$ cat config.mk
export PLATFORM = sky130hd
export DESIGN_NAME = sasc_top
export DESIGN_NICKNAME = d
export VERILOG_FILES = /design/src/rtl/sasc_pkg.sv /design/src/rtl/sasc_top.sv
export VERILOG_INCLUDE_DIRS = /design/src /design/src/rtl
export SDC_FILE = /design/constraint.sdc
export NUM_CORES = 1
export LEC_CHECK = 0
export BUFFER_PORTS_ARGS = -buffer_cell sky130_fd_sc_hd__buf_2
export CAP_MARGIN = 25
export CORE_ASPECT_RATIO = 1.75
export CORE_MARGIN = 3
export CORE_UTILIZATION = 55
export CTS_CLUSTER_DIAMETER = 100
export DETAILED_ROUTE_END_ITERATION = 7
export PLACE_DENSITY = 0.77
export RECOVER_POWER = 100
export SLEW_MARGIN = 40
export SYNTH_ARGS = -nofsm -noshare
export SYNTH_HDL_FRONTEND = slang
export SYNTH_SLANG_ARGS = --single-unit
$ cat constraint.sdc
create_clock -name mclk -period 5.1 [get_ports mclk]
set_clock_uncertainty 0.15 [all_clocks]
set_input_delay 1.02 -clock mclk [delete_from_list [all_inputs] [get_ports mclk]]
set_output_delay 1.02 -clock mclk [all_outputs]
set_load 0.005 [all_outputs]
$ cat src/rtl/sasc_map.svh
// Offsets, field positions, reset values and timing counts of the converter.
// What this block does
// Resolve each sample to 8 bits by approximation
// Start bit begins conversion, then clears itself
// Start during conversion aborts and restarts
// Software waits for done before restarting
// Mode field: stop, software, trigger, reserved
// Analog input control bit disables inputs when one
// Channel field picks one of six inputs
// Software changes channel only when stopped
// Trigger mode accepts first trigger only
// Trigger converts selected channel into result
// Time field sets 156 to 1248 clocks
// Software writes fixed bits in control two
// Software mode converts once per start
// Conversion end sets done and interrupt together
// Reading result clears the done flag
// Restart clears done, keeps previous result
// Stop mode halts at once, no partial result
// Stop mode ignores every start command
// Reset places converter in stop mode
// Standby stop reinitializes control register one
// Standby aborts conversion, no done follows
// Trigger passes only when generation is enabled
// Trigger is edge sensitive, synchronized
`ifndef SASC_MAP_SVH
`define SASC_MAP_SVH

// ******************************
// Register byte addresses.
// ******************************
`define SASC_ADDR_CTL_ONE 8'h0e
`define SASC_ADDR_CTL_TWO 8'h0f
`define SASC_ADDR_RESULT 8'h10
`define SASC_ADDR_STATUS 8'h11

// ******************************
// Reset values and fields.
// ******************************
`define SASC_CTL_ONE_RST 8'h10
`define SASC_CTL_TWO_RST 8'h10
`define SASC_CTL_TWO_MASK 8'h3f
`define SASC_TIME_LSB 1
`define SASC_STAT_DONE 5
`define SASC_STAT_BUSY 4
`define SASC_TIME_156 3'h3
`define SASC_TIME_312 3'h4
`define SASC_TIME_624 3'h5

// ******************************
// Conversion lengths in fast clock periods.
// ******************************
`define SASC_LEN_156 156
`define SASC_LEN_312 312
`define SASC_LEN_624 624
`define SASC_LEN_1248 1248
`define SASC_STEPS 13
`define SASC_SAMPLE_STEPS 4'h5
`define SASC_LAST_STEP 4'hc

`endif

$ cat src/rtl/sasc_pkg.sv
// Types shared by the converter sequencer.
package sasc_pkg;

  typedef enum logic [1:0] {
    SASC_MODE_STOP = 2'h0,
    SASC_MODE_SOFT = 2'h1,
    SASC_MODE_TRIG = 2'h2,
    SASC_MODE_RSVD = 2'h3
  } sasc_mode_t;

  typedef struct packed {
    logic start;
    sasc_mode_t mode;
    logic ain_disable;
    logic zero_bit;
    logic [2:0] channel;
  } sasc_ctl_t;

  typedef enum logic [2:0] {
    SASC_ST_IDLE = 3'b001,
    SASC_ST_SAMPLE = 3'b010,
    SASC_ST_BITS = 3'b100
  } sasc_state_t;

endpackage

$ cat src/rtl/sasc_top.sv
// Sequencer, registers and approximation logic of the 8-bit converter.
`timescale 1ns/1ps
`include "sasc_map.svh"

module sasc_top (
  // Clock and reset.
  input wire logic mclk,
  input wire logic reset,
  // Register port.
  input wire logic [7:0] reg_addr,
  input wire logic [7:0] reg_wdata,
  input wire logic reg_wr,
  input wire logic reg_rd,
  output logic [7:0] reg_rdata,
  // System and wake-up circuit.
  input wire logic standby_stop,
  input wire logic wake_trigger_out,
  input wire logic trigger_gen_enable,
  // Analog front end.
  input wire logic cmp_above,
  output logic [7:0] dac_code,
  output logic sample_hold,
  output logic [2:0] channel_select,
  output logic channel_valid,
  output logic analog_in_disable,
  // Status.
  output logic conv_busy,
  output logic conv_done_irq
);

  // ******************************
  // Registers.
  // ******************************
  sasc_pkg::sasc_ctl_t ctl_one;
  logic [7:0] ctl_two;
  logic [7:0] conversion_result;
  logic conv_done_flag;
  sasc_pkg::sasc_state_t state;
  logic [3:0] step_idx;
  logic [6:0] step_cnt;
  logic [6:0] step_len;
  logic [7:0] sar;
  logic [2:0] bit_idx;
  logic armed;
  logic trg_s1;
  logic trg_s2;
  logic trg_s3;
  logic trg_lvl;
  logic trg_prev;
  logic cmp_s1;
  logic cmp_s2;
  logic cmp_s3;
  logic cmp_lvl;

  logic wr_one;
  logic rd_result;
  logic trig_edge;
  logic soft_go;
  logic trig_go;
  logic go;
  logic stop_now;
  logic step_end;
  logic finish;
  logic busy;

  assign busy = (state != sasc_pkg::SASC_ST_IDLE);
  assign wr_one = reg_wr && (reg_addr == `SASC_ADDR_CTL_ONE);
  assign rd_result = reg_rd && (reg_addr == `SASC_ADDR_RESULT);

  // ******************************
  // Start decisions.
  // ******************************
  // Modes other than software and trigger count as stop.
  assign stop_now = standby_stop ||
    (ctl_one.mode == sasc_pkg::SASC_MODE_STOP) ||
    (ctl_one.mode == sasc_pkg::SASC_MODE_RSVD);

  assign soft_go = ctl_one.start &&
    (ctl_one.mode == sasc_pkg::SASC_MODE_SOFT);

  assign trig_go = trig_edge && armed &&
    (ctl_one.mode == sasc_pkg::SASC_MODE_TRIG);

  assign go = !standby_stop && (soft_go || trig_go);

  // ******************************
  // Control register one.
  // ******************************
  always_ff @(posedge mclk) begin
    if (reset || standby_stop) begin
      ctl_one <= sasc_pkg::sasc_ctl_t'(`SASC_CTL_ONE_RST);
    end else if (wr_one) begin
      ctl_one <= sasc_pkg::sasc_ctl_t'(reg_wdata);
    end else if (ctl_one.start) begin
      // Cleared once the start has been acted on or ignored.
      ctl_one.start <= 1'b0;
    end
  end

  // ******************************
  // Control register two.
  // ******************************
  always_ff @(posedge mclk) begin
    if (reset || standby_stop) begin
      ctl_two <= `SASC_CTL_TWO_RST;
    end else if (reg_wr && (reg_addr == `SASC_ADDR_CTL_TWO)) begin
      ctl_two <= reg_wdata & `SASC_CTL_TWO_MASK;
    end
  end

  // Reserved time codes fall back to the longest, safest length.
  always_comb begin
    case (ctl_two[`SASC_TIME_LSB +: 3])
      `SASC_TIME_156: step_len = 7'(`SASC_LEN_156 / `SASC_STEPS);
      `SASC_TIME_312: step_len = 7'(`SASC_LEN_312 / `SASC_STEPS);
      `SASC_TIME_624: step_len = 7'(`SASC_LEN_624 / `SASC_STEPS);
      default: step_len = 7'(`SASC_LEN_1248 / `SASC_STEPS);
    endcase
  end

  // ******************************
  // Trigger synchronizer and edge.
  // ******************************
  always_ff @(posedge mclk) begin
    if (reset) begin
      trg_s1 <= 1'b0;
      trg_s2 <= 1'b0;
      trg_s3 <= 1'b0;
      trg_lvl <= 1'b0;
      trg_prev <= 1'b0;
    end else begin
      trg_s1 <= wake_trigger_out;
      trg_s2 <= trg_s1;
      trg_s3 <= trg_s2;
      if (trg_s2 == trg_s3) begin
        trg_lvl <= trg_s3;
      end
      trg_prev <= trg_lvl;
    end
  end

  assign trig_edge = trg_lvl && !trg_prev && trigger_gen_enable;

  // Set only while stopped and cleared by a taken trigger, so a second trigger needs a pass through stop.
  always_ff @(posedge mclk) begin
    if (reset) begin
      armed <= 1'b0;
    end else if (ctl_one.mode == sasc_pkg::SASC_MODE_STOP) begin
      armed <= 1'b1;
    end else if (trig_go) begin
      armed <= 1'b0;
    end
  end

  // ******************************
  // Comparator synchronizer.
  // ******************************
  always_ff @(posedge mclk) begin
    if (reset) begin
      cmp_s1 <= 1'b0;
      cmp_s2 <= 1'b0;
      cmp_s3 <= 1'b0;
      cmp_lvl <= 1'b0;
    end else begin
      cmp_s1 <= cmp_above;
      cmp_s2 <= cmp_s1;
      cmp_s3 <= cmp_s2;
      if (cmp_s2 == cmp_s3) begin
        cmp_lvl <= cmp_s3;
      end
    end
  end

  // ******************************
  // Sequencer.
  // ******************************
  assign step_end = busy && (step_cnt == step_len - 7'h1);
  assign finish = step_end && (state == sasc_pkg::SASC_ST_BITS) &&
    (bit_idx == 3'h0) && !stop_now && !go;

  always_ff @(posedge mclk) begin
    if (reset) begin
      state <= sasc_pkg::SASC_ST_IDLE;
      step_idx <= 4'h0;
      step_cnt <= 7'h0;
    end else if (stop_now) begin
      state <= sasc_pkg::SASC_ST_IDLE;
      step_idx <= 4'h0;
      step_cnt <= 7'h0;
    end else if (go) begin
      state <= sasc_pkg::SASC_ST_SAMPLE;
      step_idx <= 4'h0;
      step_cnt <= 7'h0;
    end else if (step_end) begin
      step_cnt <= 7'h0;
      step_idx <= step_idx + 4'h1;
      case (state)
        sasc_pkg::SASC_ST_SAMPLE: begin
          if (step_idx == `SASC_SAMPLE_STEPS - 4'h1) begin
            state <= sasc_pkg::SASC_ST_BITS;
          end
        end
        sasc_pkg::SASC_ST_BITS: begin
          if (step_idx == `SASC_LAST_STEP) begin
            state <= sasc_pkg::SASC_ST_IDLE;
          end
        end
        default: begin
          state <= sasc_pkg::SASC_ST_IDLE;
        end
      endcase
    end else if (busy) begin
      step_cnt <= step_cnt + 7'h1;
    end
  end

  // ******************************
  // Successive approximation.
  // ******************************
  always_ff @(posedge mclk) begin
    if (reset) begin
      sar <= 8'h00;
      bit_idx <= 3'h7;
    end else if (go || state != sasc_pkg::SASC_ST_BITS) begin
      sar <= 8'h80;
      bit_idx <= 3'h7;
    end else if (step_end) begin
      // Keep the trial bit only if the input lies above the ladder.
      sar[bit_idx] <= cmp_lvl;
      if (bit_idx != 3'h0) begin
        sar[bit_idx - 3'h1] <= 1'b1;
        bit_idx <= bit_idx - 3'h1;
      end
    end
  end

  // The result only moves on a full conversion, never on an abort.
  always_ff @(posedge mclk) begin
    if (reset) begin
      conversion_result <= 8'h00;
    end else if (finish) begin
      conversion_result <= {sar[7:1], cmp_lvl};
    end
  end

  // ******************************
  // Done flag and request.
  // ******************************
  always_ff @(posedge mclk) begin
    if (reset) begin
      conv_done_flag <= 1'b0;
    end else if (finish) begin
      conv_done_flag <= 1'b1;
    end else if (go || rd_result || standby_stop) begin
      conv_done_flag <= 1'b0;
    end
  end

  always_ff @(posedge mclk) begin
    if (reset) begin
      conv_done_irq <= 1'b0;
    end else begin
      conv_done_irq <= finish;
    end
  end

  // ******************************
  // Read port.
  // ******************************
  always_ff @(posedge mclk) begin
    if (reset) begin
      reg_rdata <= 8'h00;
    end else if (!reg_rd) begin
      reg_rdata <= 8'h00;
    end else if (reg_addr == `SASC_ADDR_CTL_ONE) begin
      reg_rdata <= ctl_one;
    end else if (reg_addr == `SASC_ADDR_CTL_TWO) begin
      reg_rdata <= ctl_two;
    end else if (reg_addr == `SASC_ADDR_RESULT) begin
      reg_rdata <= conversion_result;
    end else if (reg_addr == `SASC_ADDR_STATUS) begin
      reg_rdata <= 8'h00;
      reg_rdata[`SASC_STAT_DONE] <= conv_done_flag;
      reg_rdata[`SASC_STAT_BUSY] <= busy;
    end else begin
      reg_rdata <= 8'h00;
    end
  end

  // ******************************
  // Front end outputs.
  // ******************************
  always_ff @(posedge mclk) begin
    if (reset) begin
      dac_code <= 8'h00;
      sample_hold <= 1'b0;
      channel_select <= 3'h0;
      channel_valid <= 1'b0;
      analog_in_disable <= 1'b1;
      conv_busy <= 1'b0;
    end else begin
      dac_code <= sar;
      sample_hold <= (state == sasc_pkg::SASC_ST_SAMPLE);
      channel_select <= ctl_one.channel;
      channel_valid <= (ctl_one.channel < 3'h6) && !ctl_one.ain_disable;
      analog_in_disable <= ctl_one.ain_disable;
      conv_busy <= busy;
    end
  end

  // ******************************
  // Checks.
  // ******************************
  logic [10:0] conv_cycles;

  always_ff @(posedge mclk) begin
    if (reset || go) begin
      conv_cycles <= 11'h0;
    end else if (busy) begin
      conv_cycles <= conv_cycles + 11'h1;
    end
  end
endmodule // sasc_top

# ---- Yosys cells after proc, flatten, opt, wreduce, memory -nomap -nowiden
# Index checks and enable logic that the tools add are counted.
# Widths: inputs -> output; s select.
dict set report op_classes {
  addsub 4
  magnitude_cmp 5
  n_eq_ne 23
  muxes 22
  bitwise 3
  reduce_logical 45
}
# cell count
set op_table {}
lappend op_table {{$mux 8} 6}
lappend op_table {{$pmux 7 s3} 1}
lappend op_table {{$logic_and 1x1->1} 17}
lappend op_table {{$eq 8x4->1 const B} 2}
lappend op_table {{$eq 8x5->1 const B} 2}
lappend op_table {{$eq 3x3->1 const B} 3}
lappend op_table {{$bwmux 8} 1}
lappend op_table {{$lt 3x4->1 const B} 2}
lappend op_table {{$or 8x8->8} 1}
lappend op_table {{$reduce_bool 2->1} 4}
lappend op_table {{$reduce_or 2->1} 4}
lappend op_table {{$add 7x1->7 const B} 1}
lappend op_table {{$eq 7x7->1} 1}
lappend op_table {{$logic_or 1x1->1} 7}
lappend op_table {{$sub 7x1->7 const B} 1}
lappend op_table {{$demux 1 s3} 2}
lappend op_table {{$eq 3x2->1 const B} 2}
lappend op_table {{$ge 3x1->1 const B} 2}
lappend op_table {{$mux 1} 6}
lappend op_table {{$mux 3} 2}
lappend op_table {{$mux 6} 1}
lappend op_table {{$ne 3x3->1 const B} 2}
lappend op_table {{$pmux 3 s2} 1}
lappend op_table {{$reduce_and 3->1} 2}
lappend op_table {{other kinds (21)} 29}
dict set report totals {
  regBits 82
  in_bits 24
  out_inout_bits 24
  elab_cells 135
}

# ---- Depth between registers and ports, before layout
# Gate-level depths: netlist of run 1.
dict set report depth {
  word_depth 11
  ltp_mapped 10
  mapped_depth_nobuf 8
}

# ---- Worst setup path before layout of run 1
# Ideal clock, no wire load.
dict set report synth_path {
  kind {input -> register}
  start {in reg_addr[4]}
  end {reg ctl_one[4] (netlist bit)}
  setup_time_ns 0.125
  arrival_time_ns 2.237
  t_required_ns 4.825
  setup_slack_ns 2.588
  path_stages 6
  n_path_buf 1
  path_cell_list {nand4b_1 > nor4_2 > and3b_1 > buf_2 > mux2i_1 > nand2_1}
}
dict set report synth_via {
  elab_chain_len 2
}
# item line_no
set synth_rtl {}
lappend synth_rtl {{start: declaration} sasc_top.sv:10} ;# input wire logic [7:0] reg_addr,
lappend synth_rtl {{$eq 8x4->1 (no source line)} n/a}
lappend synth_rtl {{$logic_and 1x1->1} sasc_top.sv:67} ;# assign wr_one = reg_wr && (reg_addr == `SASC_ADDR_CTL_ONE);
lappend synth_rtl {{end signal: assignment} sasc_top.sv:91} ;# ctl_one <= sasc_pkg::sasc_ctl_t'(`SASC_CTL_ONE_RST);
lappend synth_rtl {{end signal: assignment} sasc_top.sv:93} ;# ctl_one <= sasc_pkg::sasc_ctl_t'(reg_wdata);
lappend synth_rtl {{end: declaration} sasc_top.sv:34} ;# sasc_pkg::sasc_ctl_t ctl_one;
# Every way passes these cells.
# A chain may end at the register's enable or synchronous reset.

# ---- Final worst setup path of run 1
dict set report layout_path {
  start {reg ctl_two[1]}
  end {reg bit_idx[1]}
}
dict set report layout_via {
  elab_chain_len 6
  elab_cells_between_ends 8
  cone_classes {add/sub (1); eq/ne (4); mux (1); reduce/logical (2)}
}
# item line_no
set layout_rtl {}
lappend layout_rtl {{start: declaration} sasc_top.sv:35} ;# logic [7:0] ctl_two;
lappend layout_rtl {{start signal: assignment} sasc_top.sv:105} ;# ctl_two <= `SASC_CTL_TWO_RST;
lappend layout_rtl {{start signal: assignment} sasc_top.sv:107} ;# ctl_two <= reg_wdata & `SASC_CTL_TWO_MASK;
lappend layout_rtl {{$eq 3x3->1 / $eq 3x2->1 (equally long branches)} sasc_top.sv:113} ;# case (ctl_two[`SASC_TIME_LSB +: 3])
lappend layout_rtl {{$pmux 7 s3 (*)} sasc_top.sv:113}
lappend layout_rtl {{$sub 7x1->7 (*)} sasc_top.sv:177} ;# assign step_end = busy && (step_cnt == step_len - 7'h1);
lappend layout_rtl {{$eq 7x7->1 (*)} sasc_top.sv:177}
lappend layout_rtl {{$logic_and 1x1->1 (*)} sasc_top.sv:177}
lappend layout_rtl {{$reduce_and 2->1 (no source line) (*)} n/a}
lappend layout_rtl {{end signal: assignment} sasc_top.sv:232} ;# bit_idx <= bit_idx - 3'h1;
lappend layout_rtl {{end: declaration} sasc_top.sv:43} ;# logic [2:0] bit_idx;
# Mark *: on every way between the ends. The rest lies on a longest branch, timed or not.

==> out/metrics.csv, run 1 <==
stage;metric;value;unit
run_status;status;finished, violations left;
run_status;failed_checks;capacitance limit, slew limit;
drt;viasPerCell;5.92;
grt;grt_pass1_vias;2879;
drt;num_vias;3011;
sta;report.final.hold_viol_count;0;
grt;antenna_found_initial;0;
critical_path;path_cells;nand3b_1 -> o21a_1 -> ha_1 -> xor2_1 -> nor3_1 -> o221a_1 -> a31oi_1 -> a311o_1;
logic_synthesis;synth.largest_area_cell;dfxtp_1;
critical_path;rrSetupSlack;1.83;ns
layout;num-nets-final;454;
critical_path;reg2regPathDepth;8;
cts;clock_latency;0.36;ns
logic_synthesis;yosysUniqueCellTypes;57;
layout;seqCellArea;1640;sq um
pwr;p_leak;1.47;nW
drt;ant_nets;0;
sta;drv_slew;41;
critical_path;cp_top_family;compound AO/OA/AOI/OAI gates;
grt;met3_usage;5.11;%
logic_synthesis;synthesis.area;3580;sq um
critical_path;timing.rr.start;ctl_two[1];
logic_synthesis;synth-seq-cells;82;
critical_path;r2r-end;bit_idx[1];
grt;grt_use_met1;25.1;%
pwr;p_seq_share;54.2;%
sta;fmax;306;MHz
sta;relSlewSlack;-10.6;%
floorplanning;rows;38;
critical_path;cpMaxStageDelayCell;o221a_1;
logic_synthesis;yosysMostFrequentCell;dfxtp_1;
layout;multi_input_area;1800;sq um
logic_synthesis;yosysWarnings;0;
min_path;min_path_cells;1;
grt;grtUsageTotal;23.6;%
pwr;pwr-share-clk;43.6;%
critical_path;crit_buf_inv;0;
pwr;p_comb_share;2.2;%
logic_synthesis;synth_cells;390;
grt;overflow;0;
drt;wl;8260;um
sta;finalCritPeriodShare;64.1;%
floorplanning;start_util;57.0;%
sta;rsz0062_at_grt;no;
logic_synthesis;synth_common_cells;dfxtp_1, nor2_1, a21oi_1;
placed_design;dp_hpwl;5960;um
logic_synthesis;synth-edff-count;0;
grt;gr-usage-met2;42.2;%
placed_design;port_buffers;47;
cts;cts.sinks;82;
min_path;hp-start;trg_s1;
critical_path;cp_max_fo;29;
logic_synthesis;synth.top_cell.area_share;45.9;%
pwr;ir_worst_vdd;0.000185;V
pwr;switchingPower;0.257;mW
pwr;power_density;296;nW/um^2
sta;setup_tns;0;ns
cts;cts-hold-fix-buffers;0;
cts;cts_root_buf;clkbuf_8;
cts;clkTransAtPathRegs;0.08;ns
logic_synthesis;synth_flop_cell;dfxtp_1;
sta;tightest_slew;1.66;ns
cts;cts-htree-levels;3;
layout;final_core_util;64.0;%
min_path;hp-class;reg -> reg;
cts;post_cts_resized;0;
drt;wl_per_cell;16.2;um
drt;drt_iter0_drc;166;
floorplanning;fp.dieW;67.0;um
grt;grt_max_degree;41;
critical_path;start_kind;flip-flop;
min_path;holdPathEnd;trg_s2;
cts;cts_buffer_depth;2;
layout;antenna_cells;0;
cts;cts_tree;built;
cts;postCtsSetupBuffers;0;
placed_design;gp_congestion;0.914;
drt;drcViolationCount;0;
logic_synthesis;synth_area_leaders;dfxtp_1, nor2_1, nor2b_1;
critical_path;arrival;3.36;ns
pwr;p_sw_share;21.6;%
logic_synthesis;syn_area_per_cell;9.17;sq um
logic_synthesis;seq_area_frac_synth;45.9;%
floorplanning;io_pins;48;
floorplanning;design.core.area;6280;sq um
job;maxCapViolations;1;
layout;n_fill_cell;539;
sta;final-setup-viol-count;0;
logic_synthesis;synthArstFlopShare;0;%
floorplanning;die_h;113;um
critical_path;cp-end-kind;flip-flop;
grt;busiest_layer;met2;
critical_path;path_class;reg -> reg;
critical_path;required;5.20;ns
layout;drive_above_1_share;15.4;%
logic_synthesis;synth_fp_nets;420;
critical_path;cpPeakStageDelay;0.99;ns
layout;syn2layout_area_growth;12.3;%
floorplanning;die-area;7550;sq um
sta;period_needed;3.27;ns
cts;cts_made_buffers;9;
grt;grt_pass1_wl;13500;um
drt;firstDrtPassIters;4;
pwr;p_int;0.932;mW
## power by group through the flow
stage	clock network (mW)	logic, mW	registers, mW
2_1_floorplan	0	0.0127	0.659
3_3_place_gp	0	0.0266	0.659
3_5_place_dp	0	0.0271	0.659
4_1_cts	0.527	0.0271	0.644
5_1_grt	0.562	0.0293	0.645
6_report	0.518	0.0266	0.644
## sequential cells by signal, indices dropped and copies added, names as in the netlist, 4 cells and up
name               flops
step_idx               4
ctl_one                8
reg_rdata              8
ctl_two                6
conversion_result      8
sar                    8
step_cnt               7
dac_code               8
## area by class of cell
cell class / instances / area share (%)
Tap cell: 80 / 2.49
Inverter: 9 / 0.841
Timing Repair Buffer: 47 / 5.54
Sequential cell: 82 / 40.8
Clock buffer: 9 / 3.08
Clock inverter: 7 / 2.49
Multi-Input combinational cell: 275 / 44.7
## worst max path at each step
stage | startpoint | to | depth (start not counted)
2_1_floorplan | reg_addr[4] | ctl_one[4] | 6
3_3_place_gp | reg_addr[4] | ctl_one[4] | 6
3_5_place_dp | reg_addr[4] | ctl_one[1] | 6
4_1_cts | ctl_two[1] | bit_idx[1] | 8
5_1_grt | ctl_two[1] | bit_idx[1] | 8
6_report | ctl_two[1] | bit_idx[1] | 8
## metrics by stage
stage,worst slack (ns),hold WS [ns],total power [mW],instances,instance area (sq um)
after floorplan,2.59,0.264,0.672,390,3580
after global placement,2.20,0.270,0.686,493,3800
after detailed placement,2.17,0.279,0.687,493,3810
after CTS,2.21,0.300,1.20,509,4040
after global routing,1.65,0.317,1.24,509,4020
final,1.83,0.295,1.19,509,4020
## metal layers
layer	routed length (um)	part of all wire [%]
met3	319	3.9
met2	4520	55
met5	0	0
met1	3140	38
met4	275	3.3
## kinds of logic (layout without fill, tap and decap cells)
| kind of cell | Yosys count | after routing | synth area share (%) |
|---|---|---|---|
| muxes | 20 | 20 | 5.81 |
| adders and majority gates | 6 | 6 | 2.10 |
| AOI/OAI and AO/OA | 86 | 86 | 16.2 |
| xor gates and xnor gates | 10 | 10 | 2.45 |
| buffers and inverters | 33 | 72 | 4.13 |
| DFF | 82 | 82 | 45.9 |
| and+or+nand+nor | 153 | 153 | 23.4 |
## worst register-to-register path, stage by stage (launching register included)
cell and delay, ns:
dfxtp_1 0.43, nand3b_1 0.20, o21a_1 0.16, ha_1 0.19, xor2_1 0.16, nor3_1 0.33
o221a_1 0.99, a31oi_1 0.19, a311o_1 0.35
## layout by cell type (no fill, tap or decap), types with 4 or more instances in the layout
cell type and count:
nor2b_1 23, o21ai_0 11, nor3_1 7, o41ai_1 6
dfxtp_1 82, nand3_1 21, nand4_1 11, nor2_1 39
and3_1 4, nand3b_1 4, a21oi_1 25, o31ai_1 11
mux2_2 6, nand2b_1 7, inv_1 9, a31oi_1 7
buf_2 37, mux2i_1 14, a22oi_1 6, xnor2_1 6
clkbuf_1 10, xor2_1 4, ha_1 6, clkbuf_8 9
nand2_1 14
No activity file was read; power rests on OpenSTA's default activity.
==> run 2, diff against run 1 <==
--- a/config.mk
+++ b/config.mk
@@ -6,6 +6,7 @@
 export SDC_FILE = /design/constraint.sdc
 export NUM_CORES = 1
 export LEC_CHECK = 0
+export ABC_AREA = 1
 export BUFFER_PORTS_ARGS = -buffer_cell sky130_fd_sc_hd__buf_2
 export CAP_MARGIN = 25
 export CORE_ASPECT_RATIO = 1.75
==> constraint.sdc (replaced) <==
create_clock -name mclk -period 3.17 [get_ports mclk]
set_clock_uncertainty 0.15 [all_clocks]
set_input_delay 0.634 -clock mclk [delete_from_list [all_inputs] [get_ports mclk]]
set_output_delay 0.634 -clock mclk [all_outputs]
set_load 0.005 [all_outputs]
==> run 2 against run 1 <==
Compared with the run above: the run now ends clean; sequential power up 61%; combinational power up 94%; first-iteration DRC count up 44%; register-to-register slack worse by 1.4 ns; global-route usage up 0.83 points; worst hold slack worse by 0.039 ns; design area up 1.7%; cell count up 26%; synthesized area up 1.5%; routed wire length up 4.4%; largest cell class unchanged.
==> out/metrics.csv, run 2 <==
stage;metric;value;unit;change
pwr;ir_worst_vdd;0.000297;V;+61%
logic_synthesis;synthesis.area;3630;sq um;+1.5%
sta;period_needed;2.74;ns;-0.525 ns
layout;final_cell_mix;nand2_1, nor2_1, dfxtp_1;;
cts;cts_buffer_depth;2;;unchanged
cts;cts-hold-fix-buffers;0;;unchanged
logic_synthesis;synth-edff-count;0;;unchanged
logic_synthesis;synth_area_leaders;dfxtp_1, nand2_1, nor2_1;;
pwr;p_leak;1.76;nW;+19%
sta;drv_slew;0;;-100%
placed_design;gp_congestion;0.903;;-1.2%
critical_path;cpPeakStageDelay;0.44;ns;-0.55 ns
drt;ant_nets;0;;unchanged
cts;cts_root_buf;clkbuf_8;;
floorplanning;rows;38;;unchanged
cts;clock_latency;0.36;ns;about the same
critical_path;cpMaxStageDelayCell;nor2_2;;
critical_path;arrival;2.88;ns;-0.48 ns
sta;fin_ws;0.428;ns;-1.41 ns
critical_path;cp-end-kind;flip-flop;;
critical_path;endpoint;step_idx[3];;
critical_path;reg2regPathDepth;15;;+7
sta;finalCritPeriodShare;86.5;%;+22 points
layout;num-nets-final;585;;+29%
logic_synthesis;synth_fp_nets;536;;+28%
grt;grt_pass1_vias;3261;;+13%
critical_path;r2r-end;step_idx[3];;
critical_path;cp_num_cells;15;;+7
cts;cts.sinks;82;;unchanged
cts;cts_tree;built;;
critical_path;cp_max_fo;19;;-34%
cts;cts_made_buffers;9;;unchanged
grt;grtUsageTotal;24.4;%;+0.83 points
drt;firstDrtPassIters;5;;+1
pwr;power_density;449;nW/um^2;+52%
critical_path;path_class;reg -> reg;;
cts;postCtsSetupBuffers;0;;unchanged
layout;final_core_util;64.6;%;+0.59 points
sta;tightest_slew;0.745;ns;-0.915 ns
placed_design;port_buffers;47;;unchanged
grt;grt_pass1_wl;14100;um;+4.0%
logic_synthesis;synth_flop_cell;dfxtp_1;;
logic_synthesis;synthArstFlopShare;0;%;unchanged
drt;drcViolationCount;0;;unchanged
drt;num_vias;3324;;+10%
placed_design;dp_slack;0.555;ns;-1.61 ns
layout;antenna_cells;0;;unchanged
floorplanning;die_h;114;um;+0.73%
layout;drive_above_1_share;10.9;%;-4.5 points
cts;cts-htree-levels;3;;unchanged
sta;fmax;365;MHz;+19%
logic_synthesis;seq_area_frac_synth;45.2;%;-0.70 points
drt;wl;8620;um;+4.4%
logic_synthesis;synth-seq-cells;82;;unchanged
floorplanning;die-area;7650;sq um;+1.4%
critical_path;required;3.31;ns;-1.89 ns
logic_synthesis;yosysMostFrequentCell;nand2_1;;
sta;relSlewSlack;50.4;%;+61 points
run_status;status;finished clean;;
critical_path;crit_buf_inv;2;;+2
cts;clkTransAtPathRegs;0.08;ns;about the same
floorplanning;design.core.area;6320;sq um;+0.76%
min_path;hp-class;reg -> reg;;
logic_synthesis;synth.largest_area_cell;dfxtp_1;;
sta;final-setup-viol-count;0;;unchanged
floorplanning;io_pins;48;;unchanged
placed_design;dp_hpwl;6450;um;+8.2%
layout;final_common_cell;nand2_1;;
sta;rsz0062_at_grt;no;;
logic_synthesis;syn_area_per_cell;7.18;sq um;-22%
drt;drt_iter0_drc;239;;+44%
drt;wl_per_cell;13.5;um;-17%
cts;post_cts_resized;0;;unchanged
critical_path;cp_common_cell;nand2_1;;
grt;grt_max_degree;20;;-51%
critical_path;cp-startpoint;ctl_two[1];;
grt;overflow;0;;unchanged
critical_path;rrSetupSlack;0.43;ns;-1.41 ns
critical_path;timing.rr.start;ctl_two[1];;
layout;syn2layout_area_growth;12.5;%;
drt;viasPerCell;5.19;;-12%
sta;setup_tns;0;ns;unchanged
grt;antenna_found_initial;0;;unchanged
floorplanning;fp.dieW;67.4;um;+0.69%
logic_synthesis;yosysUniqueCellTypes;33;;-42%
logic_synthesis;synth_cells;506;;+30%
layout;instances_no_fill;640;;+26%
pwr;total_power;1.84;mW;+54%
critical_path;cp_top_family;simple AND/OR/NAND/NOR gates;;
logic_synthesis;synth.top_cell.area_share;45.2;%;-0.70 points
critical_path;start_kind;flip-flop;;
logic_synthesis;yosysWarnings;0;;unchanged
sta;report.final.hold_viol_count;0;;unchanged
placed_design;place_inst;624;;+27%
critical_path;path_cells;nand3_1 -> nand2_1 -> nand2_1 -> ha_1 -> inv_1 -> nand2_1 -> nand2_1 -> nand2_1 -> nand2_1 -> nand2_1 -> nor2_2 -> nand2_4 -> inv_2 -> nand2_1 -> a21oi_1;;
job;maxCapViolations;0;;-1
logic_synthesis;synth_common_cells;nand2_1, nor2_1, dfxtp_1;;
floorplanning;start_util;57.4;%;+0.44 points
## run 2: cell count changes after synthesis, sizes merged, moves of 7 or more
cell,before,now
nand2,15,114
o21ai,12,28
a31oi,7,0
inv,9,74
nand2b,7,0
nand3,21,29
buf,14,7
o31ai,11,2
nor2,39,93
mux2i,14,0
nor2b,23,0
## run 2: worst min-delay path by stage
stage / end / depth (start not counted) / slack (ns) / startpoint
global route: cmp_s2 / 2 / 0.27 / cmp_s1
detailed placement: trg_s2 / 2 / 0.25 / trg_s1
finish: trg_s2 / 2 / 0.26 / trg_s1
CTS: cmp_s2 / 2 / 0.26 / cmp_s1
global placement: cmp_s2 / 2 / 0.24 / cmp_s1
floorplan: cmp_s2 / 2 / 0.24 / cmp_s1
## run 2: per-layer routing
| metal | up-vias | global-route usage, % | wire, um |
|---|---|---|---|
| met5 | - | 0 | 0 |
| met4 | 0 | 17.8 | 472 |
| met3 | 39 | 4.33 | 398 |
| met2 | 126 | 43.2 | 4530 |
| met1 | 1471 | 24.5 | 3220 |
| li1 | 1688 | - | - |
## run 2: cell families (layout without fill, tap and decap cells)
family          Yosys count  in the layout  share of synthesized area [%]
xor+xnor                  9              9                           2.17
buf+inv                  85            139                           9.51
compound gates           67             67                           10.2
fa+ha+maj                 6              6                           2.07
flops                    82             82                           45.2
simple gates            257            257                           30.9
## run 2: report_power, final
group / switching [mW] / leakage [nW] / internal (mW)
combinational: 0.0329 / 0.997 / 0.0187
sequential: 0.00201 / 0.663 / 1.03
clock: 0.385 / 0.0990 / 0.362
## run 2: through the flow
stage | instance area, sq um | hold WS (ns)
after floorplan | 3630 | 0.238
after global placement | 3920 | 0.240
after detailed placement | 3920 | 0.248
after CTS | 4110 | 0.260
after global routing | 4090 | 0.273
final | 4090 | 0.257
## run 2: final cells by class
cell class	count	area (sq um)
fill	595	2240
multi-input combinational	339	1650
sequential	82	1640
inverter	74	278
timing repair buffer	49	224
clock buffer	9	124
tap	80	100
clock inverter	7	70.1
## run 2: worst min-delay path, delay by kind of cell (launching register included)
kind                   cells  cell delay [ns]
DFF                        1             0.30
buffers and inverters      1             0.04
and+or+nand+nor            1             0.03
